<file path="src/rtl/ccs_map.vh">
// register offsets, field positions, reset values and timing constants of the clock source select
`ifndef CCS_MAP_VH
`define CCS_MAP_VH

// ----------------------------------------------------------------
// register byte offsets
// ----------------------------------------------------------------
`define CCS_OFS_SYNTH_CONTROL 8'h00
`define CCS_OFS_STATUS 8'h04
`define CCS_OFS_POWER_CONTROL 8'h08

// ----------------------------------------------------------------
// synth_control fields
// ----------------------------------------------------------------
`define CCS_SC_POWER_BIT 15
`define CCS_SC_SELECT_BIT 14
`define CCS_SC_LF_HI 11
`define CCS_SC_LF_LO 8
`define CCS_SC_NCODE_HI 7
`define CCS_SC_NCODE_LO 5
`define CCS_SC_MCODE_HI 4
`define CCS_SC_MCODE_LO 0
`define CCS_SC_RESET 16'h0000
`define CCS_NCODE_ONE 3'h7

// ----------------------------------------------------------------
// power_control fields
// ----------------------------------------------------------------
`define CCS_PC_RING_BIT 0
`define CCS_PC_HALT_BIT 1
`define CCS_PC_RESET 2'h0

// ----------------------------------------------------------------
// status fields
// ----------------------------------------------------------------
`define CCS_ST_LOCK_BIT 0
`define CCS_ST_SRC_HI 2
`define CCS_ST_SRC_LO 1
`define CCS_ST_BUSY_BIT 3
`define CCS_ST_REF_BIT 4
`define CCS_ST_HALTED_BIT 5

// ----------------------------------------------------------------
// clock source codes
// ----------------------------------------------------------------
`define CCS_SRC_REF 2'h0
`define CCS_SRC_SYNTH 2'h1
`define CCS_SRC_RING 2'h2

// ----------------------------------------------------------------
// timing
// ----------------------------------------------------------------
`define CCS_CLK_PERIOD_NS 10
`define CCS_LOCK_REF_EDGES 16
`define CCS_REF_TIMEOUT_CYCLES 1023
`define CCS_RING_HALF_CYCLES 8

`endif

</file>
<file path="src/rtl/ccs_clock_source.v">
// clock source selection and synthesizer control, with APB register access
//
// Added by the designer: the APB slave port and the address map.
`timescale 1ns/10ps
`default_nettype none
`include "ccs_map.vh"

module ccs_clock_source #(
    parameter LOCK_REF_EDGES = `CCS_LOCK_REF_EDGES,
    parameter REF_TIMEOUT = `CCS_REF_TIMEOUT_CYCLES,
    parameter RING_HALF = `CCS_RING_HALF_CYCLES
) (
    // clock and reset
    input wire MCLK,
    input wire RST,
    // apb slave
    input wire PSEL,
    input wire PENABLE,
    input wire PWRITE,
    input wire [7:0] PADDR,
    input wire [31:0] PWDATA,
    output reg [31:0] PRDATA,
    output wire PREADY,
    output wire PSLVERR,
    // clock pins
    input wire REF_CLOCK_IN,
    output wire CORE_CLOCK_OUT,
    // wake pins that clear the halt bit
    input wire EXT_WAKE0,
    input wire EXT_WAKE1,
    // synthesizer and oscillator state
    output wire SYNTH_POWER_ON,
    output wire RING_OSC_POWER_ON,
    output wire LOOP_SETTLED
);

    // ----------------------------------------------------------------
    // helper functions
    // ----------------------------------------------------------------
    // input divide count from its code
    function [3:0] n_from_code;
        input [2:0] code;
        begin
            if (code == `CCS_NCODE_ONE)
                n_from_code = 4'h1;
            else
                n_from_code = {1'b0, code} + 4'h2;
        end
    endfunction

    // feedback divide count from its code
    function [5:0] m_from_code;
        input [4:0] code;
        begin
            m_from_code = {1'b0, code} + 6'h02;
        end
    endfunction

    // address decode shared by read and write
    function [1:0] decode;
        input [7:0] addr;
        begin
            case (addr)
                `CCS_OFS_SYNTH_CONTROL: decode = 2'h1;
                `CCS_OFS_STATUS: decode = 2'h2;
                `CCS_OFS_POWER_CONTROL: decode = 2'h3;
                default: decode = 2'h0;
            endcase
        end
    endfunction

    // ----------------------------------------------------------------
    // register state
    // ----------------------------------------------------------------
    reg [15:0] synth_control_reg;
    reg [1:0] power_control_reg;
    reg lock_reg;
    reg detect_on_reg;
    reg [4:0] lock_cnt_reg;
    reg ref_d_reg;
    reg [9:0] ref_period_cnt_reg;
    reg [9:0] ref_period_reg;
    reg ref_present_reg;
    reg [14:0] vco_acc_reg;
    reg synth_lvl_reg;
    reg [7:0] ring_cnt_reg;
    reg ring_lvl_reg;

    wire [1:0] sel_slot = decode(PADDR);
    wire wr_en = PSEL && PENABLE && PWRITE && (sel_slot != 2'h0);
    wire synth_wr = wr_en && (sel_slot == 2'h1);
    wire power_wr = wr_en && (sel_slot == 2'h3);
    wire synth_power = synth_control_reg[`CCS_SC_POWER_BIT];
    wire synth_sel = synth_control_reg[`CCS_SC_SELECT_BIT];
    wire ring_sel = power_control_reg[`CCS_PC_RING_BIT];
    wire halt_req = power_control_reg[`CCS_PC_HALT_BIT];
    wire [3:0] n_val = n_from_code(synth_control_reg[`CCS_SC_NCODE_HI:`CCS_SC_NCODE_LO]);
    wire [5:0] m_val = m_from_code(synth_control_reg[`CCS_SC_MCODE_HI:`CCS_SC_MCODE_LO]);
    // the reference is sampled as data on the system clock, so it must stay below half that rate
    wire ref_rise = REF_CLOCK_IN && !ref_d_reg;
    wire [1:0] active_src;
    wire switch_busy;
    wire core_halted;
    reg [1:0] want_src;

    // ----------------------------------------------------------------
    // apb slave: zero wait, registered read data latched in setup
    // ----------------------------------------------------------------
    assign PREADY = 1'b1;
    // unmapped places answer with an error in the access phase and read back as zero
    assign PSLVERR = PSEL && PENABLE && (sel_slot == 2'h0);

    // read data is captured in the setup cycle so it comes from a flip-flop
    always @(posedge MCLK or posedge RST) begin
        if (RST) begin
            PRDATA <= 32'h00000000;
        end else if (PSEL && !PENABLE && !PWRITE) begin
            case (sel_slot)
                2'h1: PRDATA <= {16'h0000, synth_control_reg};
                2'h2: PRDATA <= {26'h0000000, core_halted, ref_present_reg, switch_busy, active_src, lock_reg};
                2'h3: PRDATA <= {30'h00000000, power_control_reg};
                default: PRDATA <= 32'h00000000;
            endcase
        end
    end

    // ----------------------------------------------------------------
    // control registers
    // ----------------------------------------------------------------
    // loop filter and spare bits are stored only; nothing in the model reads them
    always @(posedge MCLK or posedge RST) begin
        if (RST) begin
            synth_control_reg <= `CCS_SC_RESET;
        end else if (synth_wr) begin
            synth_control_reg <= PWDATA[15:0];
        end
    end

    // a wake pin clears halt and wins over a write setting it in the same cycle
    always @(posedge MCLK or posedge RST) begin
        if (RST) begin
            power_control_reg <= `CCS_PC_RESET;
        end else begin
            if (power_wr)
                power_control_reg <= PWDATA[1:0];
            if (EXT_WAKE0 || EXT_WAKE1)
                power_control_reg[`CCS_PC_HALT_BIT] <= 1'b0;
        end
    end

    // ----------------------------------------------------------------
    // reference edge watch and period measure
    // ----------------------------------------------------------------
    // a stalled reference saturates the counter and marks the reference absent
    always @(posedge MCLK or posedge RST) begin
        if (RST) begin
            ref_d_reg <= 1'b0;
            ref_period_cnt_reg <= 10'h000;
            ref_period_reg <= 10'h000;
            ref_present_reg <= 1'b0;
        end else begin
            ref_d_reg <= REF_CLOCK_IN;
            if (ref_rise) begin
                ref_period_reg <= ref_period_cnt_reg + 10'h001;
                ref_period_cnt_reg <= 10'h000;
                ref_present_reg <= (ref_period_cnt_reg != 10'h000);
            end else if (ref_period_cnt_reg == REF_TIMEOUT[9:0]) begin
                ref_present_reg <= 1'b0;
            end else begin
                ref_period_cnt_reg <= ref_period_cnt_reg + 10'h001;
            end
        end
    end

    // ----------------------------------------------------------------
    // lock detection
    // ----------------------------------------------------------------
    // a control write restarts the search; it is allowed to beat a lock in the same cycle
    // power-down drops the flag too, so a restart never trusts a stale lock
    always @(posedge MCLK or posedge RST) begin
        if (RST) begin
            lock_reg <= 1'b0;
            detect_on_reg <= 1'b1;
            lock_cnt_reg <= 5'h00;
        end else if (synth_wr) begin
            lock_reg <= 1'b0;
            detect_on_reg <= 1'b1;
            lock_cnt_reg <= 5'h00;
        end else if (!synth_power) begin
            lock_reg <= 1'b0;
            detect_on_reg <= 1'b1;
            lock_cnt_reg <= 5'h00;
        end else if (detect_on_reg && ref_present_reg && ref_rise) begin
            if (lock_cnt_reg == LOCK_REF_EDGES[4:0] - 5'h01) begin
                lock_reg <= 1'b1;
                detect_on_reg <= 1'b0;
            end else begin
                lock_cnt_reg <= lock_cnt_reg + 5'h01;
            end
        end
    end

    // ----------------------------------------------------------------
    // synthesizer model
    // ----------------------------------------------------------------
    // oscillator ticks at ref*M/N: add M per cycle, wrap at N*ref period;
    // each tick toggles the level, so the level runs at half the oscillator rate
    // limitation: at most one tick per system cycle, so ref*M/N must stay below the system clock
    wire [14:0] wrap_at = {1'b0, n_val} * {4'h0, ref_period_reg};
    wire [14:0] acc_sum = vco_acc_reg + {9'h000, m_val};

    always @(posedge MCLK or posedge RST) begin
        if (RST) begin
            vco_acc_reg <= 15'h0000;
            synth_lvl_reg <= 1'b0;
        end else if (!synth_power || !ref_present_reg) begin
            vco_acc_reg <= 15'h0000;
            synth_lvl_reg <= 1'b0;
        end else if (acc_sum >= wrap_at) begin
            vco_acc_reg <= acc_sum - wrap_at;
            synth_lvl_reg <= !synth_lvl_reg;
        end else begin
            vco_acc_reg <= acc_sum;
        end
    end

    // ----------------------------------------------------------------
    // ring oscillator model
    // ----------------------------------------------------------------
    // powered only while requested or still in use, so the switch can drain onto it
    assign RING_OSC_POWER_ON = ring_sel || (active_src == `CCS_SRC_RING);

    always @(posedge MCLK or posedge RST) begin
        if (RST) begin
            ring_cnt_reg <= 8'h00;
            ring_lvl_reg <= 1'b0;
        end else if (!RING_OSC_POWER_ON) begin
            ring_cnt_reg <= 8'h00;
            ring_lvl_reg <= 1'b0;
        end else if (ring_cnt_reg == RING_HALF[7:0] - 8'h01) begin
            ring_cnt_reg <= 8'h00;
            ring_lvl_reg <= !ring_lvl_reg;
        end else begin
            ring_cnt_reg <= ring_cnt_reg + 8'h01;
        end
    end

    // ----------------------------------------------------------------
    // source request with power-control priority
    // ----------------------------------------------------------------
    // ring select wins, then the synthesizer select, else the reference copy
    always @* begin
        if (ring_sel)
            want_src = `CCS_SRC_RING;
        else if (synth_sel)
            want_src = `CCS_SRC_SYNTH;
        else
            want_src = `CCS_SRC_REF;
    end

    // ----------------------------------------------------------------
    // glitch-free switch and outputs
    // ----------------------------------------------------------------
    ccs_glitch_switch u_switch (
        .clk(MCLK),
        .rst(RST),
        .src_lvl({ring_lvl_reg, synth_lvl_reg, REF_CLOCK_IN}),
        .sel(want_src),
        .halt(halt_req),
        .clk_out(CORE_CLOCK_OUT),
        .active(active_src),
        .busy(switch_busy),
        .halted(core_halted)
    );

    // power bit and settled flag go straight to pins so the board sees what firmware sees
    assign SYNTH_POWER_ON = synth_power;
    assign LOOP_SETTLED = lock_reg;

endmodule
`default_nettype wire

</file>
<file path="src/rtl/ccs_glitch_switch.v">
// glitch-free synchronous switch between clock source levels, with synchronous halt gate
`timescale 1ns/10ps
`default_nettype none
`include "ccs_map.vh"

module ccs_glitch_switch (
    // clock and reset
    input wire clk,
    input wire rst,
    // source levels, indexed by source code
    input wire [2:0] src_lvl,
    input wire [1:0] sel,
    input wire halt,
    // gated clock and state
    output reg clk_out,
    output reg [1:0] active,
    output wire busy,
    output wire halted
);

    // ----------------------------------------------------------------
    // switch state machine
    // ----------------------------------------------------------------
    localparam ST_RUN = 1'b0;
    localparam ST_SWAP = 1'b1;

    reg state_reg;

    assign busy = (state_reg == ST_SWAP) && !halt;
    assign halted = (state_reg == ST_SWAP) && halt;

    // the old source is left only in its low phase and the new one joined only in its low
    // phase, so no short pulse can reach the core; the core clock is held low meanwhile
    always @(posedge clk or posedge rst) begin
        if (rst) begin
            state_reg <= ST_RUN;
            clk_out <= 1'b0;
            active <= `CCS_SRC_REF;
        end else begin
            case (state_reg)
                ST_RUN: begin
                    if ((sel != active || halt) && !src_lvl[active]) begin
                        clk_out <= 1'b0;
                        state_reg <= ST_SWAP;
                    end else begin
                        clk_out <= src_lvl[active];
                    end
                end
                ST_SWAP: begin
                    clk_out <= 1'b0;
                    // halt holds the gate shut whatever the source
                    if (!halt && !src_lvl[sel]) begin
                        active <= sel;
                        state_reg <= ST_RUN;
                    end
                end
                default: begin
                    state_reg <= ST_RUN;
                    clk_out <= 1'b0;
                end
            endcase
        end
    end

endmodule
`default_nettype wire

</file>
<file path="config.mk">
export PLATFORM = sky130hd
export DESIGN_NAME = ccs_clock_source
export DESIGN_NICKNAME = d
export VERILOG_FILES = /design/src/rtl/ccs_clock_source.v /design/src/rtl/ccs_glitch_switch.v
export VERILOG_INCLUDE_DIRS = /design/src /design/src/rtl
export SDC_FILE = /design/constraint.sdc
export NUM_CORES = 1
export LEC_CHECK = 0
export BUFFER_PORTS_ARGS = -buffer_cell sky130_fd_sc_hd__buf_2
export CAP_MARGIN = 5
export CORE_MARGIN = 2
export CORE_UTILIZATION = 55
export CTS_BUF_LIST = sky130_fd_sc_hd__clkbuf_4
export CTS_CLUSTER_SIZE = 24
export DETAILED_ROUTE_END_ITERATION = 6
export GPL_ROUTABILITY_DRIVEN = 0
export PLACE_DENSITY_LB_ADDON = 0.2
export SYNTH_ARGS = -nofsm -noshare
export SYNTH_HDL_FRONTEND = slang
export SYNTH_SLANG_ARGS = --single-unit
</file>
<file path="constraint.sdc">
create_clock -name MCLK -period 7.5 [get_ports MCLK]
set_clock_uncertainty 0.15 [all_clocks]
set_input_delay 2.25 -clock MCLK [delete_from_list [all_inputs] [get_ports MCLK]]
set_output_delay 2.25 -clock MCLK [all_outputs]
set_load 0.02 [all_outputs]
</file>
==> flow_summary.toml <==
[synthesis]
ys_ff_latch = 92
netlist_instances = 702
yosys_warnings = 0
synth.distinct_cells = 60
synth_top_area_share_pct = 34.6
yosys.area.top_type = "dfrtp_1"
yosysSeqAreaShare_pct = 35.0
syn_avg_cell_area_um2 = 9.38
post-synth-top-count-cell = "dfrtp_1"
ys_async_sr_fraction_pct = 100
synth_top_flop_cell = "dfrtp_1"
synthTopCellsByCount = "91 x dfrtp_1, 55 x nand2_1, 48 x ha_1, 48 x nor2_1, 41 x a21oi_1"
synthesis.area_um2 = 6580
synth-edff-count = 0
ys_top_cells_by_area = "dfrtp_1 35%, ha_1 9.1%, fa_1 5.5%"

[critical_path]
start_kind = "flop"
r2r-end = "vco_acc_reg[2]"
crit_top_cell = "fa_1"
r2r-start = "synth_control_reg[6]"
cp-end-kind = "flop"
r2r_cells = 19
critPathKind = "flop to flop"
reg2reg_slack_ps = 1050
cp_slowest_cell = "dfrtp_1"
cpPeakStageDelay_ps = 640
arrival_ps = 6650
worst_ep_required_time_ps = 7700
cp_max_fo = 14
critical_path.cell_chain = "ha_1, inv_1, a31oi_1, and2_1, fa_1, fa_1, fa_1, a21o_1, a21oi_1, o211ai_1, a31o_2, a21oi_1, xor2_1, ha_1, and4_1, a41oi_1, and3_1, nand2_1, a211oi_1"

[detailed_routing]
drtIter0Drc = 205
vias_per_cell = 5.68
vias = 5038
firstDrtPassIters = 4
ant_nets = 0
wl_per_cell_um = 14.8
wl_met2_mm = 6.41
dr.max_layer_used = "met4"
drt_wl_total_mm = 13.1
drc_errors = 0
met1_length_mm = 6.11
wl_met3_um = 405

[status]
status = "finished, final reports clean"

[clocking]
clk_pin_slew_ps = 150
cts_setup_buffers = 0
cts_tree = "built"
cts_root_buf = "clkbuf_4"
cts_buffers = 9
htreeDepth = 3
clock_latency_ps = 450
cts_sinks = 92
post_cts_resized = 0
clockBufferDepth = 2
cts_hold_buf = 0

[cells_and_area]
area_growth_pct = 5.78
nets = 853
multi_input_area_um2 = 3930
layout.cells.non_filler = 887
antenna-diode-count = 0
fillers = 985
drive_above_1_share_pct = 13.2
regArea_um2 = 2300

[timing]
tns_ps = 0
slew_viol_final = 0
max_freq_mhz = 155
fin_ws_ps = 1050
relSlewSlack_pct = 36.7
period_needed_ps = 6450
hold_viol = 0
rsz0062_at_grt = "false"
setup_viol = 0
tightest_slew_ps = 950
finalCritPeriodShare_pct = 86.0
whs_ps = 315

[floorplan]
io_pins = 86
die_area_um2 = 12900
die_h_um = 113
die_x_um = 113
initial_core_util_pct = 56.9
core_area_um2 = 11600
fp-row-count = 39

[worst_hold_path]
min_to = "ring_cnt_reg[0]"
hold_path_depth = 1
hp-class = "flop to flop"
min_from = "ring_cnt_reg[0]"

[grt]
grt_overflow_total = 0
grt_pass1_vias = 4830
grt_start_max_net_pins = 57
grt_pass1_wl_mm = 22.4
track_usage_pct = 21.4
antenna_found_initial = 0

[power_and_ir_drop]
ir_drop_uv = 178
leakage_nw = 3.53
power.density_nw_per_um2 = 182

[placement]
dp_slack_ps = 1070
placed_cells = 871
hpwlAfterDp_mm = 10.4
io_buffers = 52

[run]
cap_violations = 0
[logic make-up after synthesis]
group	synth area share (%)
fa+ha+maj	14.6
flops	35.0
simple gates	18.2
mux	5.23
xor+xnor	5.32
compound gates	15.4
buf+inv	6.18
other cells	0.114
[report_power, final]
group	internal [mW]	switching (mW)	total [mW]	leakage, nW
clock	0.0753	0.173	0.249	0.0685
sequential	0.529	0.0412	0.570	1.26
combinational	0.177	0.270	0.447	2.20
[layout make-up]
class,instances,area share [%]
Tap cell,143,2.57
Timing Repair Buffer,54,3.95
Clock inverter,6,0.719
Inverter,40,2.17
Clock buffer,10,1.08
Multi-Input combinational cell,542,56.4
Sequential cell,92,33.1
[worst max-delay path by stage]
stage,endpoint,cells after the start,from,slack [ps]
after CTS,vco_acc_reg[2],20,synth_control_reg[6],1030
final,vco_acc_reg[2],19,synth_control_reg[6],1050
after detailed placement,vco_acc_reg[2],20,synth_control_reg[6],1070
after global placement,vco_acc_reg[0],19,synth_control_reg[6],1200
after floorplan,PSLVERR,3,PADDR[7],1990
after global routing,vco_acc_reg[5],20,synth_control_reg[6],560
[layer usage]
| layer | up-vias | GRT usage [%] |
|---|---|---|
| li1 | 2499 | - |
| met1 | 2425 | 28.7 |
| met2 | 96 | 35.8 |
| met3 | 18 | 3.77 |
| met4 | 0 | 6.59 |
| met5 | - | 0 |
[critical path: cells and delay by family, from the launching register on]
kind,cells,cell delay [ps]
xor gates and xnor gates,1,260
AOI/OAI and AO/OA,8,2080
DFF,1,640
and+or+nand+nor,4,1160
adders and majority gates,5,2010
buffers and inverters,1,40
[cell usage in the layout, fill, tap and decap left out, types with 3 or more instances in the layout]
| cell | instances |
|---|---|
| fa_1 | 18 |
| dfrtp_1 | 91 |
| o22ai_1 | 4 |
| xor2_1 | 23 |
| or4_1 | 3 |
| o311ai_0 | 3 |
| or2_2 | 3 |
| or3_1 | 8 |
| and3_1 | 7 |
| nand3_1 | 27 |
| o211ai_1 | 9 |
| nor3_1 | 15 |
| nand2_1 | 55 |
| nand3b_1 | 4 |
| a211o_1 | 3 |
| and2_1 | 23 |
| a21o_1 | 12 |
| a21oi_1 | 41 |
| conb_1 | 17 |
| xnor2_1 | 17 |
| mux2_4 | 9 |
| nand4_1 | 5 |
| inv_1 | 39 |
| clkbuf_4 | 10 |
| buf_2 | 52 |
| nor2b_1 | 16 |
| a22o_1 | 11 |
| a211oi_1 | 10 |
| ha_1 | 48 |
| nor2_1 | 48 |
| mux2i_1 | 13 |
| o31a_1 | 3 |
| a31oi_1 | 4 |
| nand2b_1 | 6 |
| clkinv_4 | 3 |
| o21ai_0 | 40 |
| o21a_1 | 6 |
| mux2_2 | 7 |
[through the flow]
stage | area [um2] | utilization, % | total power, mW
after CTS | 6960 | 60.2 | 1.27
final | 6960 | 60.2 | 1.27
after global placement | 6840 | 59.1 | 1.00
after detailed placement | 6840 | 59.1 | 1.02
after floorplan | 6640 | - | 0.927
after global routing | 6960 | 60.2 | 1.36
(Power assumes the default switching activity.)
